### src/tcou_consts.vh
`ifndef TCOU_CONSTS_VH
`define TCOU_CONSTS_VH
// Register byte addresses.
`define TCOU_OFF_CTRL 8'h00
`define TCOU_OFF_FLAGS 8'h04
`define TCOU_OFF_FORCE 8'h08
`define TCOU_OFF_STATUS 8'h0C
`define TCOU_OFF_CMPA_LO 8'h10
`define TCOU_OFF_CMPA_HI 8'h14
`define TCOU_OFF_CMPB_LO 8'h18
`define TCOU_OFF_CMPB_HI 8'h1C
`define TCOU_OFF_CAP_LO 8'h20
`define TCOU_OFF_CAP_HI 8'h24
// Register select codes.
`define TCOU_SEL_CTRL 4'h0
`define TCOU_SEL_FLAGS 4'h1
`define TCOU_SEL_FORCE 4'h2
`define TCOU_SEL_STATUS 4'h3
`define TCOU_SEL_CMP_LO 4'h4
`define TCOU_SEL_CAP_LO 4'h8
`define TCOU_SEL_CAP_HI 4'h9
`define TCOU_SEL_NONE 4'hF
// Control register fields.
`define TCOU_CTRL_ACT_LSB 0
`define TCOU_CTRL_IE_LSB 4
`define TCOU_CTRL_CAP_IE 6
`define TCOU_CTRL_RESET 8'h00
// Flag bit of the capture unit, after the compare flags.
`define TCOU_FLAG_CAP 2
// Compare output actions.
`define TCOU_ACT_NONE 2'h0
`define TCOU_ACT_TOGGLE 2'h1
`define TCOU_ACT_CLEAR 2'h2
`define TCOU_ACT_SET 2'h3
// Waveform modes that are not PWM.
`define TCOU_WGM_NORMAL 4'h0
`define TCOU_WGM_CTC_A 4'h4
`define TCOU_WGM_CTC_CAP 4'hC
`define TCOU_WGM_RESERVED 4'hD
// Bus answers.
`define TCOU_RESP_OKAY 2'h0
`define TCOU_RESP_DECERR 2'h3
`endif

### src/tcou_top.v
`timescale 1ns/1ps
// Function
// - A capture event copies the counter and sets the capture flag in one cycle.
// - A new capture overwrites the capture register whether read or not.
// - Each channel compares the full 16-bit counter with its compare value.
// - Enabled flag requests interrupt; service or writing one clears it.
// - Channel A compare value can serve as the counter top.
// - Compare value is double-buffered in PWM modes, not in normal or clear-on-match.
// - Buffered value moves to active register only at counter top or floor.
// - Processor reaches the buffer when buffered, else the active register.
// - Compare value changes only by writes; high byte reads return it directly.
// - High byte goes to holding register; low write loads all 16 bits at once.
// - In non-PWM modes the force strobe acts like a match without flag.
// - A counter write blocks the compare equality seen at the next timer tick, even stopped.
// - Output state survives mode changes and resets to zero.
// - Output action is not buffered; it governs the next match after writing.
// - A nonzero action makes output state replace the port value on the pin.
// - Action zero leaves the output state unchanged at a match.
// - The output action has no influence on the capture unit.
`include "tcou_consts.vh"

module tcou_top (
	// Clock and reset.
	input wire SYS_CLK_IN,
	input wire RESET_IN,
	// AXI4-Lite write address, data and response.
	input wire [7:0] S_AXI_AWADDR_IN,
	input wire S_AXI_AWVALID_IN,
	output wire S_AXI_AWREADY_OUT,
	input wire [31:0] S_AXI_WDATA_IN,
	input wire [3:0] S_AXI_WSTRB_IN,
	input wire S_AXI_WVALID_IN,
	output wire S_AXI_WREADY_OUT,
	output wire [1:0] S_AXI_BRESP_OUT,
	output wire S_AXI_BVALID_OUT,
	input wire S_AXI_BREADY_IN,
	// AXI4-Lite read address and data.
	input wire [7:0] S_AXI_ARADDR_IN,
	input wire S_AXI_ARVALID_IN,
	output wire S_AXI_ARREADY_OUT,
	output wire [31:0] S_AXI_RDATA_OUT,
	output wire [1:0] S_AXI_RRESP_OUT,
	output wire S_AXI_RVALID_OUT,
	input wire S_AXI_RREADY_IN,
	// Counter unit, same clock domain.
	input wire TIMER_TICK_IN,
	input wire [15:0] COUNTER_VALUE_IN,
	input wire COUNTER_TOP_IN,
	input wire COUNTER_FLOOR_IN,
	input wire COUNTER_WRITE_IN,
	input wire [3:0] WAVEFORM_MODE_SELECT_IN,
	input wire CAPTURE_EVENT_IN,
	// Interrupt service acknowledges: capture, B, A.
	input wire [2:0] IRQ_ACK_IN,
	// Port logic per channel.
	input wire [1:0] PORT_VALUE_IN,
	input wire [1:0] PIN_DIRECTION_BIT_IN,
	// Outputs.
	output wire [15:0] COMPARE_A_TOP_OUT,
	output wire [2:0] IRQ_OUT,
	output wire [1:0] COMPARE_OUTPUT_STATE_OUT,
	output wire [1:0] PIN_OUT,
	output wire [1:0] PIN_OE_OUT
);

	localparam NCH = 2;

	// Decodes a byte address into a register select code.
	function [3:0] reg_sel;
		input [7:0] a;
		begin
			case (a)
				`TCOU_OFF_CTRL: reg_sel = `TCOU_SEL_CTRL;
				`TCOU_OFF_FLAGS: reg_sel = `TCOU_SEL_FLAGS;
				`TCOU_OFF_FORCE: reg_sel = `TCOU_SEL_FORCE;
				`TCOU_OFF_STATUS: reg_sel = `TCOU_SEL_STATUS;
				`TCOU_OFF_CMPA_LO: reg_sel = 4'h4;
				`TCOU_OFF_CMPA_HI: reg_sel = 4'h5;
				`TCOU_OFF_CMPB_LO: reg_sel = 4'h6;
				`TCOU_OFF_CMPB_HI: reg_sel = 4'h7;
				`TCOU_OFF_CAP_LO: reg_sel = `TCOU_SEL_CAP_LO;
				`TCOU_OFF_CAP_HI: reg_sel = `TCOU_SEL_CAP_HI;
				default: reg_sel = `TCOU_SEL_NONE;
			endcase
		end
	endfunction

	// The twelve PWM modes are all codes except normal, both clear-on-match and the reserved one.
	function is_pwm;
		input [3:0] m;
		begin
			is_pwm = !(m == `TCOU_WGM_NORMAL || m == `TCOU_WGM_CTC_A || m == `TCOU_WGM_CTC_CAP ||
				m == `TCOU_WGM_RESERVED);
		end
	endfunction

	reg aw_ready_reg;
	reg w_ready_reg;
	reg b_valid_reg;
	reg [1:0] b_resp_reg;
	reg [7:0] aw_addr_reg;
	reg [7:0] w_data_reg;
	reg w_lo_en_reg;
	reg ar_ready_reg;
	reg r_valid_reg;
	reg [1:0] r_resp_reg;
	reg [7:0] r_data_reg;
	reg [7:0] ctrl_reg;
	reg [2:0] flags_reg;
	reg [2:0] irq_reg;
	reg [7:0] temp_reg;
	reg [16*NCH-1:0] active_reg;
	reg [16*NCH-1:0] buffer_reg;
	reg [15:0] capture_reg;
	reg [NCH-1:0] seen_reg;
	reg block_reg;
	reg [NCH-1:0] state_reg;
	reg [NCH-1:0] pin_reg;
	reg [NCH-1:0] oe_reg;

	wire pwm = is_pwm(WAVEFORM_MODE_SELECT_IN);
	wire wr_go = !aw_ready_reg && !w_ready_reg && !b_valid_reg;
	wire [3:0] wr_sel = reg_sel(aw_addr_reg);
	wire [3:0] rd_sel = reg_sel(S_AXI_ARADDR_IN);
	wire rd_take = ar_ready_reg && S_AXI_ARVALID_IN;

	reg [2:0] flag_set;
	reg [2:0] flag_clr;
	reg [2:0] flags_next;
	reg [NCH-1:0] state_next;
	reg [NCH-1:0] match_fire;
	reg [NCH-1:0] act_fire;
	reg [1:0] act;
	reg [7:0] rd_data;
	reg rd_err;
	reg [15:0] view;
	integer i;

	// Flag, output state and read-mux decisions.
	always @* begin
		flag_set = 3'h0;
		flag_clr = IRQ_ACK_IN;
		state_next = state_reg;
		match_fire = {NCH{1'b0}};
		act_fire = {NCH{1'b0}};
		act = `TCOU_ACT_NONE;
		if (wr_go && w_lo_en_reg && wr_sel == `TCOU_SEL_FLAGS) begin
			flag_clr = flag_clr | w_data_reg[2:0];
		end
		if (CAPTURE_EVENT_IN) begin
			flag_set[`TCOU_FLAG_CAP] = 1'b1;
		end
		for (i = 0; i < NCH; i = i + 1) begin
			act = ctrl_reg[`TCOU_CTRL_ACT_LSB + 2*i +: 2];
			match_fire[i] = TIMER_TICK_IN && seen_reg[i];
			flag_set[i] = match_fire[i];
			// Forcing never touches the flag, only the output state.
			act_fire[i] = match_fire[i] || (!pwm && wr_go && w_lo_en_reg && wr_sel == `TCOU_SEL_FORCE &&
				w_data_reg[i]);
			if (act_fire[i]) begin
				// The action is read live from the control register, so a new setting rules the next match.
				case (act)
					`TCOU_ACT_TOGGLE: state_next[i] = !state_reg[i];
					`TCOU_ACT_CLEAR: state_next[i] = pwm ? 1'b0 : 1'b0;
					`TCOU_ACT_SET: state_next[i] = 1'b1;
					default: state_next[i] = state_reg[i];
				endcase
			end else if (pwm && TIMER_TICK_IN && COUNTER_FLOOR_IN) begin
				if (act == `TCOU_ACT_CLEAR) begin
					state_next[i] = 1'b1;
				end else if (act == `TCOU_ACT_SET) begin
					state_next[i] = 1'b0;
				end
			end
		end
		// Set wins over clear so that no event is lost.
		flags_next = (flags_reg & ~flag_clr) | flag_set;
		rd_data = 8'h00;
		rd_err = 1'b0;
		view = 16'h0000;
		case (rd_sel)
			`TCOU_SEL_CTRL: rd_data = ctrl_reg;
			`TCOU_SEL_FLAGS: rd_data = {5'h00, flags_reg};
			`TCOU_SEL_FORCE: rd_data = 8'h00;
			`TCOU_SEL_STATUS: rd_data = {5'h00, pwm, state_reg};
			`TCOU_SEL_CAP_LO: rd_data = capture_reg[7:0];
			`TCOU_SEL_CAP_HI: rd_data = temp_reg;
			`TCOU_SEL_NONE: rd_err = 1'b1;
			default: begin
				view = pwm ? buffer_reg[(rd_sel[1]) * 16 +: 16] : active_reg[(rd_sel[1]) * 16 +: 16];
				rd_data = rd_sel[0] ? view[15:8] : view[7:0];
			end
		endcase
	end

	always @(posedge SYS_CLK_IN) begin
		if (RESET_IN) begin
			aw_ready_reg <= 1'b1;
			w_ready_reg <= 1'b1;
			b_valid_reg <= 1'b0;
			b_resp_reg <= `TCOU_RESP_OKAY;
			aw_addr_reg <= 8'h00;
			w_data_reg <= 8'h00;
			w_lo_en_reg <= 1'b0;
			ar_ready_reg <= 1'b1;
			r_valid_reg <= 1'b0;
			r_resp_reg <= `TCOU_RESP_OKAY;
			r_data_reg <= 8'h00;
			ctrl_reg <= `TCOU_CTRL_RESET;
			flags_reg <= 3'h0;
			irq_reg <= 3'h0;
			temp_reg <= 8'h00;
			active_reg <= {16*NCH{1'b0}};
			buffer_reg <= {16*NCH{1'b0}};
			capture_reg <= 16'h0000;
			seen_reg <= {NCH{1'b0}};
			block_reg <= 1'b0;
			state_reg <= {NCH{1'b0}};
			pin_reg <= {NCH{1'b0}};
			oe_reg <= {NCH{1'b0}};
		end else begin
			// Write channel: address and data are taken in either order.
			if (aw_ready_reg && S_AXI_AWVALID_IN) begin
				aw_addr_reg <= S_AXI_AWADDR_IN;
				aw_ready_reg <= 1'b0;
			end
			if (w_ready_reg && S_AXI_WVALID_IN) begin
				w_data_reg <= S_AXI_WDATA_IN[7:0];
				w_lo_en_reg <= S_AXI_WSTRB_IN[0];
				w_ready_reg <= 1'b0;
			end
			if (wr_go) begin
				b_valid_reg <= 1'b1;
				b_resp_reg <= (wr_sel == `TCOU_SEL_NONE) ? `TCOU_RESP_DECERR : `TCOU_RESP_OKAY;
			end
			if (b_valid_reg && S_AXI_BREADY_IN) begin
				b_valid_reg <= 1'b0;
				aw_ready_reg <= 1'b1;
				w_ready_reg <= 1'b1;
			end
			// Read channel answers one cycle after the address is taken.
			if (rd_take) begin
				ar_ready_reg <= 1'b0;
				r_valid_reg <= 1'b1;
				r_data_reg <= rd_data;
				r_resp_reg <= rd_err ? `TCOU_RESP_DECERR : `TCOU_RESP_OKAY;
				if (rd_sel == `TCOU_SEL_CAP_LO) begin
					// Capture high byte is frozen in the holding register with the low byte read.
					temp_reg <= capture_reg[15:8];
				end
			end
			if (r_valid_reg && S_AXI_RREADY_IN) begin
				r_valid_reg <= 1'b0;
				ar_ready_reg <= 1'b1;
			end
			// Capture does not look at the output actions at all.
			if (CAPTURE_EVENT_IN) begin
				capture_reg <= COUNTER_VALUE_IN;
			end
			// A counter write holds the block until a tick has passed; a tick clears it.
			if (COUNTER_WRITE_IN) begin
				block_reg <= 1'b1;
			end else if (TIMER_TICK_IN) begin
				block_reg <= 1'b0;
			end
			for (i = 0; i < NCH; i = i + 1) begin
				if (TIMER_TICK_IN) begin
					seen_reg[i] <= (COUNTER_VALUE_IN == active_reg[i*16 +: 16]) && !block_reg &&
						!COUNTER_WRITE_IN;
				end
				if (pwm && TIMER_TICK_IN && (COUNTER_TOP_IN || COUNTER_FLOOR_IN)) begin
					active_reg[i*16 +: 16] <= buffer_reg[i*16 +: 16];
				end
				if (wr_go && w_lo_en_reg && wr_sel == `TCOU_SEL_CMP_LO + 2*i) begin
					if (pwm) begin
						buffer_reg[i*16 +: 16] <= {temp_reg, w_data_reg};
					end else begin
						active_reg[i*16 +: 16] <= {temp_reg, w_data_reg};
					end
				end
				pin_reg[i] <= (ctrl_reg[`TCOU_CTRL_ACT_LSB + 2*i +: 2] != `TCOU_ACT_NONE) ? state_next[i] :
					PORT_VALUE_IN[i];
				oe_reg[i] <= PIN_DIRECTION_BIT_IN[i];
			end
			if (wr_go && w_lo_en_reg) begin
				if (wr_sel == `TCOU_SEL_CTRL) begin
					ctrl_reg <= {1'b0, w_data_reg[6:0]};
				end
				if (wr_sel == 4'h5 || wr_sel == 4'h7 || wr_sel == `TCOU_SEL_CAP_HI) begin
					temp_reg <= w_data_reg;
				end
			end
			state_reg <= state_next;
			flags_reg <= flags_next;
			irq_reg <= flags_next & {ctrl_reg[`TCOU_CTRL_CAP_IE], ctrl_reg[`TCOU_CTRL_IE_LSB +: 2]};
		end
	end

	assign S_AXI_AWREADY_OUT = aw_ready_reg;
	assign S_AXI_WREADY_OUT = w_ready_reg;
	assign S_AXI_BVALID_OUT = b_valid_reg;
	assign S_AXI_BRESP_OUT = b_resp_reg;
	assign S_AXI_ARREADY_OUT = ar_ready_reg;
	assign S_AXI_RVALID_OUT = r_valid_reg;
	assign S_AXI_RRESP_OUT = r_resp_reg;
	assign S_AXI_RDATA_OUT = {24'h00_0000, r_data_reg};
	assign COMPARE_A_TOP_OUT = active_reg[15:0];
	assign IRQ_OUT = irq_reg;
	assign COMPARE_OUTPUT_STATE_OUT = state_reg;
	assign PIN_OUT = pin_reg;
	assign PIN_OE_OUT = oe_reg;

endmodule

### config.mk
export PLATFORM = sky130hd
export DESIGN_NAME = tcou_top
export DESIGN_NICKNAME = d
export VERILOG_FILES = /design/src/tcou_top.v
export VERILOG_INCLUDE_DIRS = /design/src /design/src/src
export SDC_FILE = /design/constraint.sdc
export NUM_CORES = 1
export LEC_CHECK = 0
export ABC_AREA = 1
export CAP_MARGIN = 20
export CELL_PAD_IN_SITES_DETAIL_PLACEMENT = 1
export CELL_PAD_IN_SITES_GLOBAL_PLACEMENT = 1
export CORE_UTILIZATION = 45
export CTS_BUF_LIST = sky130_fd_sc_hd__clkbuf_8 sky130_fd_sc_hd__clkbuf_16
export DETAILED_ROUTE_END_ITERATION = 10
export DONT_BUFFER_PORTS = 1
export PLACE_DENSITY_LB_ADDON = 0.05
export SLEW_MARGIN = 20
export SYNTH_ARGS = -nofsm -noshare
export SYNTH_HDL_FRONTEND = slang
export SYNTH_SLANG_ARGS = --single-unit
### constraint.sdc
create_clock -name SYS_CLK_IN -period 2 [get_ports SYS_CLK_IN]
set_input_delay 0.1 -clock SYS_CLK_IN [delete_from_list [all_inputs] [get_ports SYS_CLK_IN]]
set_output_delay 0.1 -clock SYS_CLK_IN [all_outputs]
set_load 0.05 [all_outputs]
# After elaboration in Yosys (flattened, before gate mapping)
# Cells that the tools add are included.
# op_classes
n_mux,34
n_reduce_logical,55
bitwise,6
shifts,2
eq_ne,43
# ops
cell,n
16-bit 2-to-1 mux,7
4-bit case mux with 10 select lines,2
8-bit by 5-bit equality test with 1-bit output (second input constant),8
32-bit by 6-bit indexed part select with 16-bit output,2
8-bit case mux with 6 select lines,1
8-bit 2-to-1 mux,5
16-bit equality test,2
8-bit by 4-bit equality test with 1-bit output (second input constant),4
8-bit by 6-bit equality test with 1-bit output (second input constant),4
4-bit equality test (second input constant),7
1-bit logical AND,25
4-bit by 3-bit equality test with 1-bit output (second input constant),5
8-bit by 3-bit equality test with 1-bit output (second input constant),2
8-bit logical NOT,2
1-bit 2-to-1 mux,14
4-bit by 2-bit equality test with 1-bit output (second input constant),3
4-bit logical NOT,3
2-bit equality test (second input constant),4
4-bit by 1-bit equality test with 1-bit output (second input constant),2
1-bit logical NOT,8
1-bit logical OR,8
3-bit AND,2
3-bit bitwise OR,2
1-bit case mux with 3 select lines,2
8 further kinds,16
# totals
regBits,144
wordCells,164

# Depth between registers and ports, before layout
# Gate-level depths: netlist of the first run.
# depth
depth_word,11
mapped_depth,13

# Worst setup path before layout of the first run
# No wires, ideal clock.
# synth_timing
path_type,register to register
from,"register b_valid_reg, in the netlist S_AXI_BVALID_OUT"
to,register buffer_reg[23]
path_buffers,1
required_time_ns,1.881
stages_incl_launch_ff,8
arrival_ns,1.603
period_less_slack_ns,1.723
setup_slack_ns,0.277
cell_sequence,dfxtp_1 -> nor3_4 -> nand2_2 -> nor2_4 -> nand3_1 -> clkbuf_1 -> o21ai_0 -> a21oi_1
# synth_via
elab_chain_len,5
# synth_rtl
element,line,text
"start, declared",tcou_top.v:99,reg b_valid_reg;
"start signal, assigned",tcou_top.v:200,b_valid_reg <= 1'b0;
"start signal, assigned",tcou_top.v:233,b_valid_reg <= 1'b1;
"start signal, assigned",tcou_top.v:237,b_valid_reg <= 1'b0;
1-bit logical NOT,tcou_top.v:122,wire wr_go = !aw_ready_reg && !w_ready_reg && !b_valid_reg;
1-bit logical AND,tcou_top.v:122,
1-bit logical AND (2 in a row),tcou_top.v:274,if (wr_go && w_lo_en_reg && wr_sel == `TCOU_SEL_CMP_LO + 2*i) begin
2-bit AND reduction (no source line),n/a,
"end signal, assigned",tcou_top.v:214,buffer_reg <= {16*NCH{1'b0}};
"end signal, assigned by index",tcou_top.v:276,"buffer_reg[i*16 +: 16] <= {temp_reg, w_data_reg};"
"end, declared",tcou_top.v:113,reg [16*NCH-1:0] buffer_reg;
# No other way between the ends.
# A chain may end at the register's enable or synchronous reset.

# Worst setup path in the final report of the first run
# layout_timing
from,register aw_addr_reg[0]
to,register active_reg[14]
# layout_via
elab_chain_len,5
elab_cells_between_ends,14
# layout_rtl
element,line,text
"start, declared",tcou_top.v:101,reg [7:0] aw_addr_reg;
"start signal, assigned",tcou_top.v:202,aw_addr_reg <= 8'h00;
"start signal, assigned",tcou_top.v:224,aw_addr_reg <= S_AXI_AWADDR_IN;
"8-bit by 6-bit equality test with 1-bit output, or another cell as far along",tcou_top.v:72,case (a)
4-bit case mux with 10 select lines (*),tcou_top.v:72,
4-bit by 3-bit equality test with 1-bit output (*),tcou_top.v:274,
1-bit logical AND (*),tcou_top.v:274,
16-bit 2-to-1 mux (*),tcou_top.v:274,
"end signal, assigned",tcou_top.v:213,active_reg <= {16*NCH{1'b0}};
"end signal, assigned by index",tcou_top.v:272,active_reg[i*16 +: 16] <= buffer_reg[i*16 +: 16];
"end signal, assigned by index",tcou_top.v:278,"active_reg[i*16 +: 16] <= {temp_reg, w_data_reg};"
"end, declared",tcou_top.v:112,reg [16*NCH-1:0] active_reg;
# Every way passes the cells marked *; elsewhere a longest branch is shown, timed or not.

==> impl_metrics.toml, run 1 <==
[pwr]
power_mw = 6.85
max-vdd-ir-drop_uv = 710
p_leak_nw = 3.70
cellPowerDensity_nw_per_um2 = 766

[layout]
seq_area_um2 = 2840
final_area_um2 = 8930
antenna_cells = 0
multiInputGateArea_um2 = 3870
final_cells = 1409
nets = 1267
n_fill_cell = 2175
area_delta_synth_final_pct = 17.3
drive_above_1_share_pct = 10.6
fin_util_pct = 54.1

[place]
pre_cts_slack_ps = 74.3
portBuffers = 0
dpl.hpwl_mm = 17.9
gp_congestion = 0.849
placedCellCount = 1324
placed_cell_area_um2 = 7790

[drt]
drt_pass1_iterations = 5
drt.antenna.violating_nets = 0
viasPerCell = 5.37
totalWireLength_mm = 26.6
wl_per_cell_um = 18.9
drt_iter0_markers = 414
vias = 7568
remaining_drc_errors = 0

[timing]
slew_headroom_pct = 49.8
setup_viol = 0
report.final.slew_viol_count = 0
rsz0062_at_grt = "no"
clock_skew_ps = 8.60
final.min_clock_period_ps = 1950
final.setup.tns_ps = 0
max_freq_mhz = 513
worst_pin_slew_ps = 750
fin_crit_sh_pct = 97.5
finalHoldViolCount = 0
fin_ws_ps = 50.7
holdWs_ps = 3.41

[critical_path]
r2r_slack_ps = 50
worstReg2RegEnd = "active_reg[14]"
critical_path_class = "register to register"
crit_path_max_fanout = 8
r2r_start = "aw_addr_reg[0]"
cp.arrival_ps = 2270
required_ps = 2330
start_kind = "register"
rr_worst_depth = 8
cp-end-kind = "register"

[clocking]
cts_buffers = 17
clkSinkCount = 142
worst_skew_pair.late_latency_ps = 440
root_buffer = "clkbuf_16"
clockBufferDepth = 2
htree_levels = 4
path_clk_slew_ps = 60
cts_tree = "done"

[grt]
antenna_found_initial = 0
grt_overflow = 0
grt_pass1_vias = 7446
grt_pass1_wl_mm = 40.5
grt_use_total_pct = 30.4
grt_max_degree = 65

[synth]
synth-seq-cells = 142
synth_area_um2 = 7620
synth.yosys.warnings = 0
synth.distinct_cells = 40
synth_ff_type = "dfxtp_1"
synth_edf_count = 0
synth_top_cell_by_area = "dfxtp_1"
synth_top_cell_area_share_pct = 37.3
synth-async-reset-ratio_pct = 0
post-synth-top-count-cell = "nand2_1"
ys_seq_area_share_pct = 37.3
synthCells = 1126
syn_area_per_cell_um2 = 6.76
ys_top_cells_by_count = "296 x nand2_1, 142 x dfxtp_1, 121 x inv_1"
synth_area_leaders = "dfxtp_1 37%, nand2_1 15%, a21oi_1 7.4%"

[min_path]
hold_path_class = "primary input to register"
min_delay_worst_endpoint = "capture_reg[0]"
min_delay_path_depth = 2
min_from = "CAPTURE_EVENT_IN"

[flow_run]
drv_cap = 0

[floorplan]
dieHeight_um = 132
die_w_um = 132
rows = 47
initial_core_util_pct = 46.1
coreArea_um2 = 16500
die_area_um2 = 17400
num_io_pins = 157

[status]
status = "complete, no violations"
cells in the final DEF (no fill, tap or decap), drive strengths merged:
master and count:
nor3 10, nor2 98, xor2 13, dfxtp 142, nand3b 2, bufinv 1
clkbuf 21, o211ai 22, nor4 4, or2 3, o21ai 118, and2 3
clkinv 9, buf 47, nand3 51, a21oi 112, conb 24, o21bai 3
inv 125, o21a 2, nand2 300, nand4 18, o22ai 1, clkinvlp 4
xnor2 8, dlygate4sd3 48
worst max-delay path, stage by stage (launching register included):
cell and delay [ps]:
dfxtp_1 330, nor2_4 180, nand2_1 120, o22ai_1 370, nand2_2 270, nand4_2 310
o211ai_1 130, nand2_1 70, nor2_1 30
report_power, final:
group	leakage [nW]	switching, mW	internal, mW
Sequential	1.15	0.0957	2.90
Clock	0.276	1.26	1.83
Combinational	2.27	0.545	0.217
Total	3.70	1.90	4.94
metal layers:
| layer | GRT usage (%) | up-vias | share of wire (%) |
|---|---|---|---|
| met5 | 0 | - | 0 |
| met4 | 15.9 | 0 | 4.2 |
| met3 | 5.15 | 67 | 4.3 |
| met2 | 50.7 | 214 | 48 |
| met1 | 37.6 | 3626 | 43 |
| li1 | - | 3661 | - |
area by class of cell:
class	count	share of cell area, %
clock inverters	11	1.01
repair buffers	95	9.97
inverters	128	5.39
clock buffers	21	5.38
well taps	220	3.08
flip-flops and latches	142	31.8
multi-input cells	792	43.4
how the worst max path moves through the flow:
stage	start	end	slack, ps	depth (start not counted)
finish	aw_addr_reg[0]	active_reg[14]	50	8
global route	S_AXI_AWREADY_OUT	aw_addr_reg[1]	9	5
CTS	S_AXI_BVALID_OUT	active_reg[15]	50	7
detailed placement	S_AXI_BVALID_OUT	active_reg[15]	70	7
global placement	S_AXI_BVALID_OUT	active_reg[12]	140	7
floorplan	S_AXI_BVALID_OUT	buffer_reg[23]	280	7
timing repair:
item                                   in CTS  in global routing
hold buffers                               49                  0
endpoints found under the hold margin      90                  0
gates resized for setup                     0                  5
setup endpoints to repair                   0                 17
buffers inserted                            0                  1
cell families (layout without fill, tap and decap cells):
kind of cell    after synthesis  after routing  synth area share [%]
buf+inv                     218            255                  13.8
flops                       142            142                  37.3
simple gates                486            489                  27.9
other cells                   1             24                0.0492
compound gates              258            258                  18.5
xor+xnor                     21             21                  2.42
Power figures use the tool's default switching activity.
==> run 2: changes to the inputs <==
--- a/config.mk
+++ b/config.mk
@@ -8,10 +8,9 @@
 export LEC_CHECK = 0
 export ABC_AREA = 1
 export CAP_MARGIN = 20
-export CELL_PAD_IN_SITES_DETAIL_PLACEMENT = 1
-export CELL_PAD_IN_SITES_GLOBAL_PLACEMENT = 1
-export CORE_UTILIZATION = 45
+export CORE_UTILIZATION = 55
 export CTS_BUF_LIST = sky130_fd_sc_hd__clkbuf_8 sky130_fd_sc_hd__clkbuf_16
+export CTS_CLUSTER_SIZE = 10
 export DETAILED_ROUTE_END_ITERATION = 10
 export DONT_BUFFER_PORTS = 1
 export PLACE_DENSITY_LB_ADDON = 0.05
==> run 2 against run 1 <==
Net effect:
- final cell count down 3.8%
- wire length shrank 16%
- register-to-register slack improved by 60 ps
- global-route usage up 1.2 points
- clock skew increased by 1.6 ps
- first-iteration DRC count up 42%
- sequential cell count is the same
- total power is 2.3% lower
- largest cell class unchanged
- sequential power barely moved
- worst hold slack improved by 9.0 ps
- clock-buffer cell count fell by 4
- non-clock buffer count is 8 lower
==> impl_metrics.toml, run 2 (synthesis gave the netlist of run 1 again) <==
[pwr]
pwr-share-clk_pct = 44.3
cellPowerDensity_nw_per_um2 = 762
p_leak_nw = 3.64
swShare_pct = 28.0
p_int_mw = 4.81
p_comb_share_pct = 10.9
power_frac_seq_pct = 44.8
max-vdd-ir-drop_uv = 588
power_mw = 6.69
switching_power_mw = 1.87

[timing]
final.setup.tns_ps = 0
rsz0062_at_grt = "yes"
final.min_clock_period_ps = 1890
report.final.slew_viol_count = 0
finalHoldViolCount = 0
setup_viol = 0
max_freq_mhz = 529
worst_pin_slew_ps = 830
clock_skew_ps = 10.2
fin_crit_sh_pct = 94.5
slew_headroom_pct = 44.5
holdWs_ps = 12.4
fin_ws_ps = 109

[grt]
grt_pass1_vias = 6695
grt_use_total_pct = 31.6
grt_overflow = 0
grt_pass1_wl_mm = 34.6
grt_max_degree = 70
antenna_found_initial = 0

[critical_path]
cp-end-kind = "register"
cp.arrival_ps = 2260
start_kind = "register"
rr_worst_depth = 7
critical_path_class = "register to register"
r2r_start = "aw_addr_reg[0]"
worstReg2RegEnd = "active_reg[1]"
crit_path_max_fanout = 16
r2r_slack_ps = 110
required_ps = 2370
worst_path_max_delay_cell = "nor2_1"
crit_chain = "nor2_4, nand2_1, nor2_1, nand4_4, o211ai_1, nand2_1, nor2_1"
cpPeakStageDelay_ps = 450

[floorplan]
die_area_um2 = 14300
rows = 42
dieHeight_um = 120
initial_core_util_pct = 57.1
coreArea_um2 = 13300
die_w_um = 120
num_io_pins = 157

[layout]
drive_above_1_share_pct = 9.50
mostFrequentLayoutCells = "295 x nand2_1, 142 x dfxtp_1, 121 x inv_1"
final_area_um2 = 8770
area_delta_synth_final_pct = 15.2
nets = 1257
final_common_cell = "nand2_1"
antenna_cells = 0
n_fill_cell = 1264

[clocking]
htree_levels = 4
clockBufferDepth = 2
root_buffer = "clkbuf_16"
cts_tree = "done"
cts_buffers = 17
clkSinkCount = 142
worst_skew_pair.late_latency_ps = 430
path_clk_slew_ps = 60

[drt]
drt_iter0_markers = 588
drt_pass1_iterations = 6
viasPerCell = 5.37
drt.antenna.violating_nets = 0
totalWireLength_mm = 22.3
vias = 7282
wl_per_cell_um = 16.5
remaining_drc_errors = 0

[status]
status = "complete, no violations"

[place]
portBuffers = 0
placed_cell_area_um2 = 7690
dpl.hpwl_mm = 15.0
pre_cts_slack_ps = 141
gp_congestion = 0.891

[min_path]
hold_path_class = "primary input to register"
min_delay_worst_endpoint = "r_data_reg[6]"
min_delay_path_depth = 2
min_from = "RESET_IN"

[flow_run]
drv_cap = 0
-- run 2: cell count changes in the layout (fill, tap and decap cells not counted), moves of 2 or more --
cell      delta
inv_1        +2
buf_4        -8
inv_6        +2
nand4_2      -2
clkbuf_8     -4
clkinv_4     +3
clkinv_2     -2
-- run 2: power groups by stage --
stage | Clock [mW] | Combinational [mW] | Sequential, mW
after floorplan | 0 | 0.484 | 3.07
after global placement | 0 | 0.588 | 3.05
after detailed placement | 0 | 0.590 | 3.05
after CTS | 2.99 | 0.706 | 2.99
after global routing | 3.10 | 0.786 | 3.00
final | 2.97 | 0.727 | 2.99
-- run 2: per-layer routing --
metal / up-vias / track usage [%] / share of wire (%) / wire (um)
met5: - / 0 / 0 / 0
met4: 0 / 14.0 / 3.1 / 702
met3: 51 / 6.23 / 7.2 / 1610
met2: 298 / 52.0 / 48 / 10600
met1: 3289 / 40.1 / 42 / 9390
li1: 3644 / - / - / -
-- run 2: cell type report --
class                           instances  area, um2  share of cell area, %
Sequential cell                       142       2840                   32.4
Multi-Input combinational cell        790       3840                   43.8
Clock buffer                           17        425                   4.85
Clock inverter                         15        124                   1.41
Inverter                              128        485                   5.53
Tap cell                              176        220                   2.51
Timing Repair Buffer                   87        831                   9.47
-- run 2: metrics by stage --
stage / std cells / util, %
after floorplan: 1149 / -
after global routing: 1355 / 65.7
after CTS: 1354 / 65.5
after global placement: 1273 / 57.6
after detailed placement: 1273 / 57.6
final: 1355 / 65.7
-- run 2: worst max-delay path, delay by kind of cell (launching register included) --
kind	cells	cell delay (ps)
flip-flops	1	330
AO/OA/AOI/OAI	1	200
AND/OR/NAND/NOR	6	1290
-- run 2: repair_timing --
action | CTS | global route
hold buffers | 49 | 0
buffers inserted | 0 | 0
endpoints found under the hold margin | 90 | 0
setup endpoints to repair | 0 | 16
gates resized for setup | 0 | 3
-- run 2: how the worst max path moves through the flow --
stage | endpoint | startpoint
finish | active_reg[1] | aw_addr_reg[0]
global route | active_reg[11] | aw_addr_reg[0]
CTS | w_lo_en_reg | S_AXI_WREADY_OUT
detailed placement | active_reg[0] | S_AXI_BVALID_OUT
global placement | active_reg[15] | S_AXI_BVALID_OUT
floorplan | buffer_reg[23] | S_AXI_BVALID_OUT
==> run 3: changes to the inputs <==
--- a/config.mk
+++ b/config.mk
@@ -6,7 +6,6 @@
 export SDC_FILE = /design/constraint.sdc
 export NUM_CORES = 1
 export LEC_CHECK = 0
-export ABC_AREA = 1
 export CAP_MARGIN = 20
 export CORE_UTILIZATION = 55
 export CTS_BUF_LIST = sky130_fd_sc_hd__clkbuf_8 sky130_fd_sc_hd__clkbuf_16
@@ -14,6 +13,7 @@
 export DETAILED_ROUTE_END_ITERATION = 10
 export DONT_BUFFER_PORTS = 1
 export PLACE_DENSITY_LB_ADDON = 0.05
+export REMOVE_ABC_BUFFERS = 1
 export SLEW_MARGIN = 20
 export SYNTH_ARGS = -nofsm -noshare
 export SYNTH_HDL_FRONTEND = slang
==> run 3 against run 2 <==
Net effect:
- total power increased by 5.6%
- sequential power about the same
- final cell count decreased by 20%
- non-clock buffer count increased by 30
- worst setup slack got worse by 280 ps
- register-to-register slack got worse by 280 ps
- sequential cell count unchanged
- the run now ends with negative hold slack, negative setup slack left
- clock power increased by 17%
- fmax decreased by 13%
- design area increased by 3.7%
- highest routed layer unchanged
- area after synthesis decreased by 5.9%
- die area decreased by 5.8%
==> impl_metrics.toml, run 3 <==
[min_path]
hold_path_class = "primary input to register"

[timing]
setup_viol = 66
finalHoldViolCount = 91
final.setup.tns_ps = -5720
max_freq_mhz = 461
slew_headroom_pct = 56.7
clock_skew_ps = 6.36
report.final.slew_viol_count = 0
holdWs_ps = -250
worst_pin_slew_ps = 649
rsz0062_at_grt = "yes"
fin_crit_sh_pct = 108
fin_ws_ps = -169
final.min_clock_period_ps = 2170

[critical_path]
critical_path_buf_inv_count = 4
crit_top_cell = "buf_4"
critical_path_class = "register to register"
worst_path_max_delay_cell = "or4_4"
cp-end-kind = "register"
start_kind = "register"
required_ps = 2300
crit_chain = "or4_4, nor4_4, buf_4, buf_4, nand4_1, buf_6, clkbuf_16, nor2_4, a211oi_4"
cpPeakStageDelay_ps = 580
critical-path-top-delay-family = "simple AND/OR/NAND/NOR gates"
cp.arrival_ps = 2470
crit_path_max_fanout = 8

[clocking]
worst_skew_pair.late_latency_ps = 420
root_buffer = "clkbuf_16"
clockBufferDepth = 2
ctsHoldBuffers = 45
cts_buffers = 17
htree_levels = 4
clkSinkCount = 142
cts_tree = "done"
path_clk_slew_ps = 60

[synth]
synth_area_um2 = 7170
synth_edf_count = 0
synth-seq-cells = 142
synthCells = 842
post-synth-top-count-cell = "dfxtp_1"
synth_top_cell_by_area = "dfxtp_1"
synth_area_leaders = "dfxtp_1 40%, mux2i_1 9.9%, nand2_1 6.3%"
synth-async-reset-ratio_pct = 0
ys_top_cells_by_count = "142 x dfxtp_1, 121 x nand2_1, 85 x a21oi_1"
synth.distinct_cells = 62
syn_area_per_cell_um2 = 8.51
synth.yosys.warnings = 0
synth_top_cell_area_share_pct = 39.7
ys_seq_area_share_pct = 39.7
synth_ff_type = "dfxtp_1"

[place]
portBuffers = 0
dpl.hpwl_mm = 14.8
gp_congestion = 0.921
placed_cell_area_um2 = 7390

[drt]
drt_pass1_iterations = 5
remaining_drc_errors = 0
drt_iter0_markers = 675
drt.antenna.violating_nets = 0
totalWireLength_mm = 23.6
vias = 6735
wl_per_cell_um = 21.7
viasPerCell = 6.19

[layout]
final_area_um2 = 9100
area_delta_synth_final_pct = 26.9
antenna_cells = 0
final_common_cell = "dfxtp_1"
nets = 995
drive_above_1_share_pct = 21.8
fin_util_pct = 71.8
mostFrequentLayoutCells = "141 x dfxtp_1, 113 x nand2_1, 76 x a21oi_1"

[pwr]
max-vdd-ir-drop_uv = 570
cellPowerDensity_nw_per_um2 = 776
switching_power_mw = 1.67
power_frac_seq_pct = 42.2
p_comb_share_pct = 8.6
swShare_pct = 23.7
pwr-share-clk_pct = 49.2
p_int_mw = 5.39
power_mw = 7.06
p_leak_nw = 3.66

[floorplan]
coreArea_um2 = 12700
num_io_pins = 157
rows = 41
dieHeight_um = 116
initial_core_util_pct = 56.6
die_w_um = 116
die_area_um2 = 13500

[status]
status = "finished with violations"
violations = "negative hold slack, negative setup slack"

[grt]
antenna_found_initial = 0
grt_max_degree = 136
grt_pass1_wl_mm = 34.5
grt_pass1_vias = 6202
grt_overflow = 0
grt_use_total_pct = 34.4

[flow_run]
drv_cap = 0
-- run 3: power by group through the flow --
stage	clock network, mW	logic, mW	registers [mW]
5_1_grt	3.62	0.645	2.98
6_report	3.48	0.607	2.98
4_1_cts	3.48	0.587	2.97
3_3_place_gp	0	0.499	3.03
3_5_place_dp	0	0.507	3.03
2_1_floorplan	0	0.344	3.06
-- run 3: metal layers --
layer / vias to the layer above / global-route usage (%) / part of all wire, %
met1: 3246 / 46.7 / 43
met2: 379 / 52.7 / 45
li1: 3048 / - / -
met5: - / 0 / 0
met4: 0 / 15.1 / 3.5
met3: 62 / 7.21 / 8.7
-- run 3: stage by stage --
step	worst slack, ps	instances
floorplan	-1070	768
global placement	-248	1002
detailed placement	-368	1002
CTS	-93.2	1083
global route	-235	1088
finish	-169	1088
-- run 3: logic make-up (layout without fill, tap and decap cells) --
family / after synthesis / after routing / share of synthesized area [%]
and+or+nand+nor: 293 / 293 / 19.1
AOI/OAI and AO/OA: 186 / 186 / 16.5
DFF: 142 / 142 / 39.7
buffers and inverters: 109 / 160 / 8.80
muxes: 79 / 79 / 12.0
xor gates and xnor gates: 32 / 32 / 3.91
other: 1 / 24 / 0.0523
-- run 3: layout make-up --
| cell class | instances | area [um2] |
|---|---|---|
| Sequential cell | 142 | 2840 |
| Inverter | 12 | 45.0 |
| Fill cell | 972 | 3570 |
| Clock inverter | 12 | 191 |
| Clock buffer | 19 | 453 |
| Tap cell | 172 | 215 |
| Multi-Input combinational cell | 614 | 4170 |
| Timing Repair Buffer | 117 | 1170 |
-- run 3: what timing repair did --
item / in CTS / in global routing
gates cloned: 1 / 5
endpoints found under the hold margin: 134 / 92
gates resized for setup: 22 / 95
setup buffers: 4 / 1
endpoints found under the setup margin: 35 / 76
pin swaps: 8 / 7
-- run 3: worst register-to-register path, cell delays in order (launching register included) --
cell       delay, ps
dfxtp_1          310
or4_4            580
nor4_4           230
buf_4            170
buf_4            110
nand4_1          120
buf_6            190
clkbuf_16        190
nor2_4           110
a211oi_4          50
-- run 3: path summary, 6_finish.rpt --
kind / startpoint / to / slack, ps / cells past startpoint
max: aw_addr_reg[6] / active_reg[20] / -170 / 9
min: RESET_IN / active_reg[3] / -250 / 1
max reg2reg: aw_addr_reg[6] / active_reg[20] / -170 / 9
min reg2reg: buffer_reg[29] / buffer_reg[29] / 470 / 2
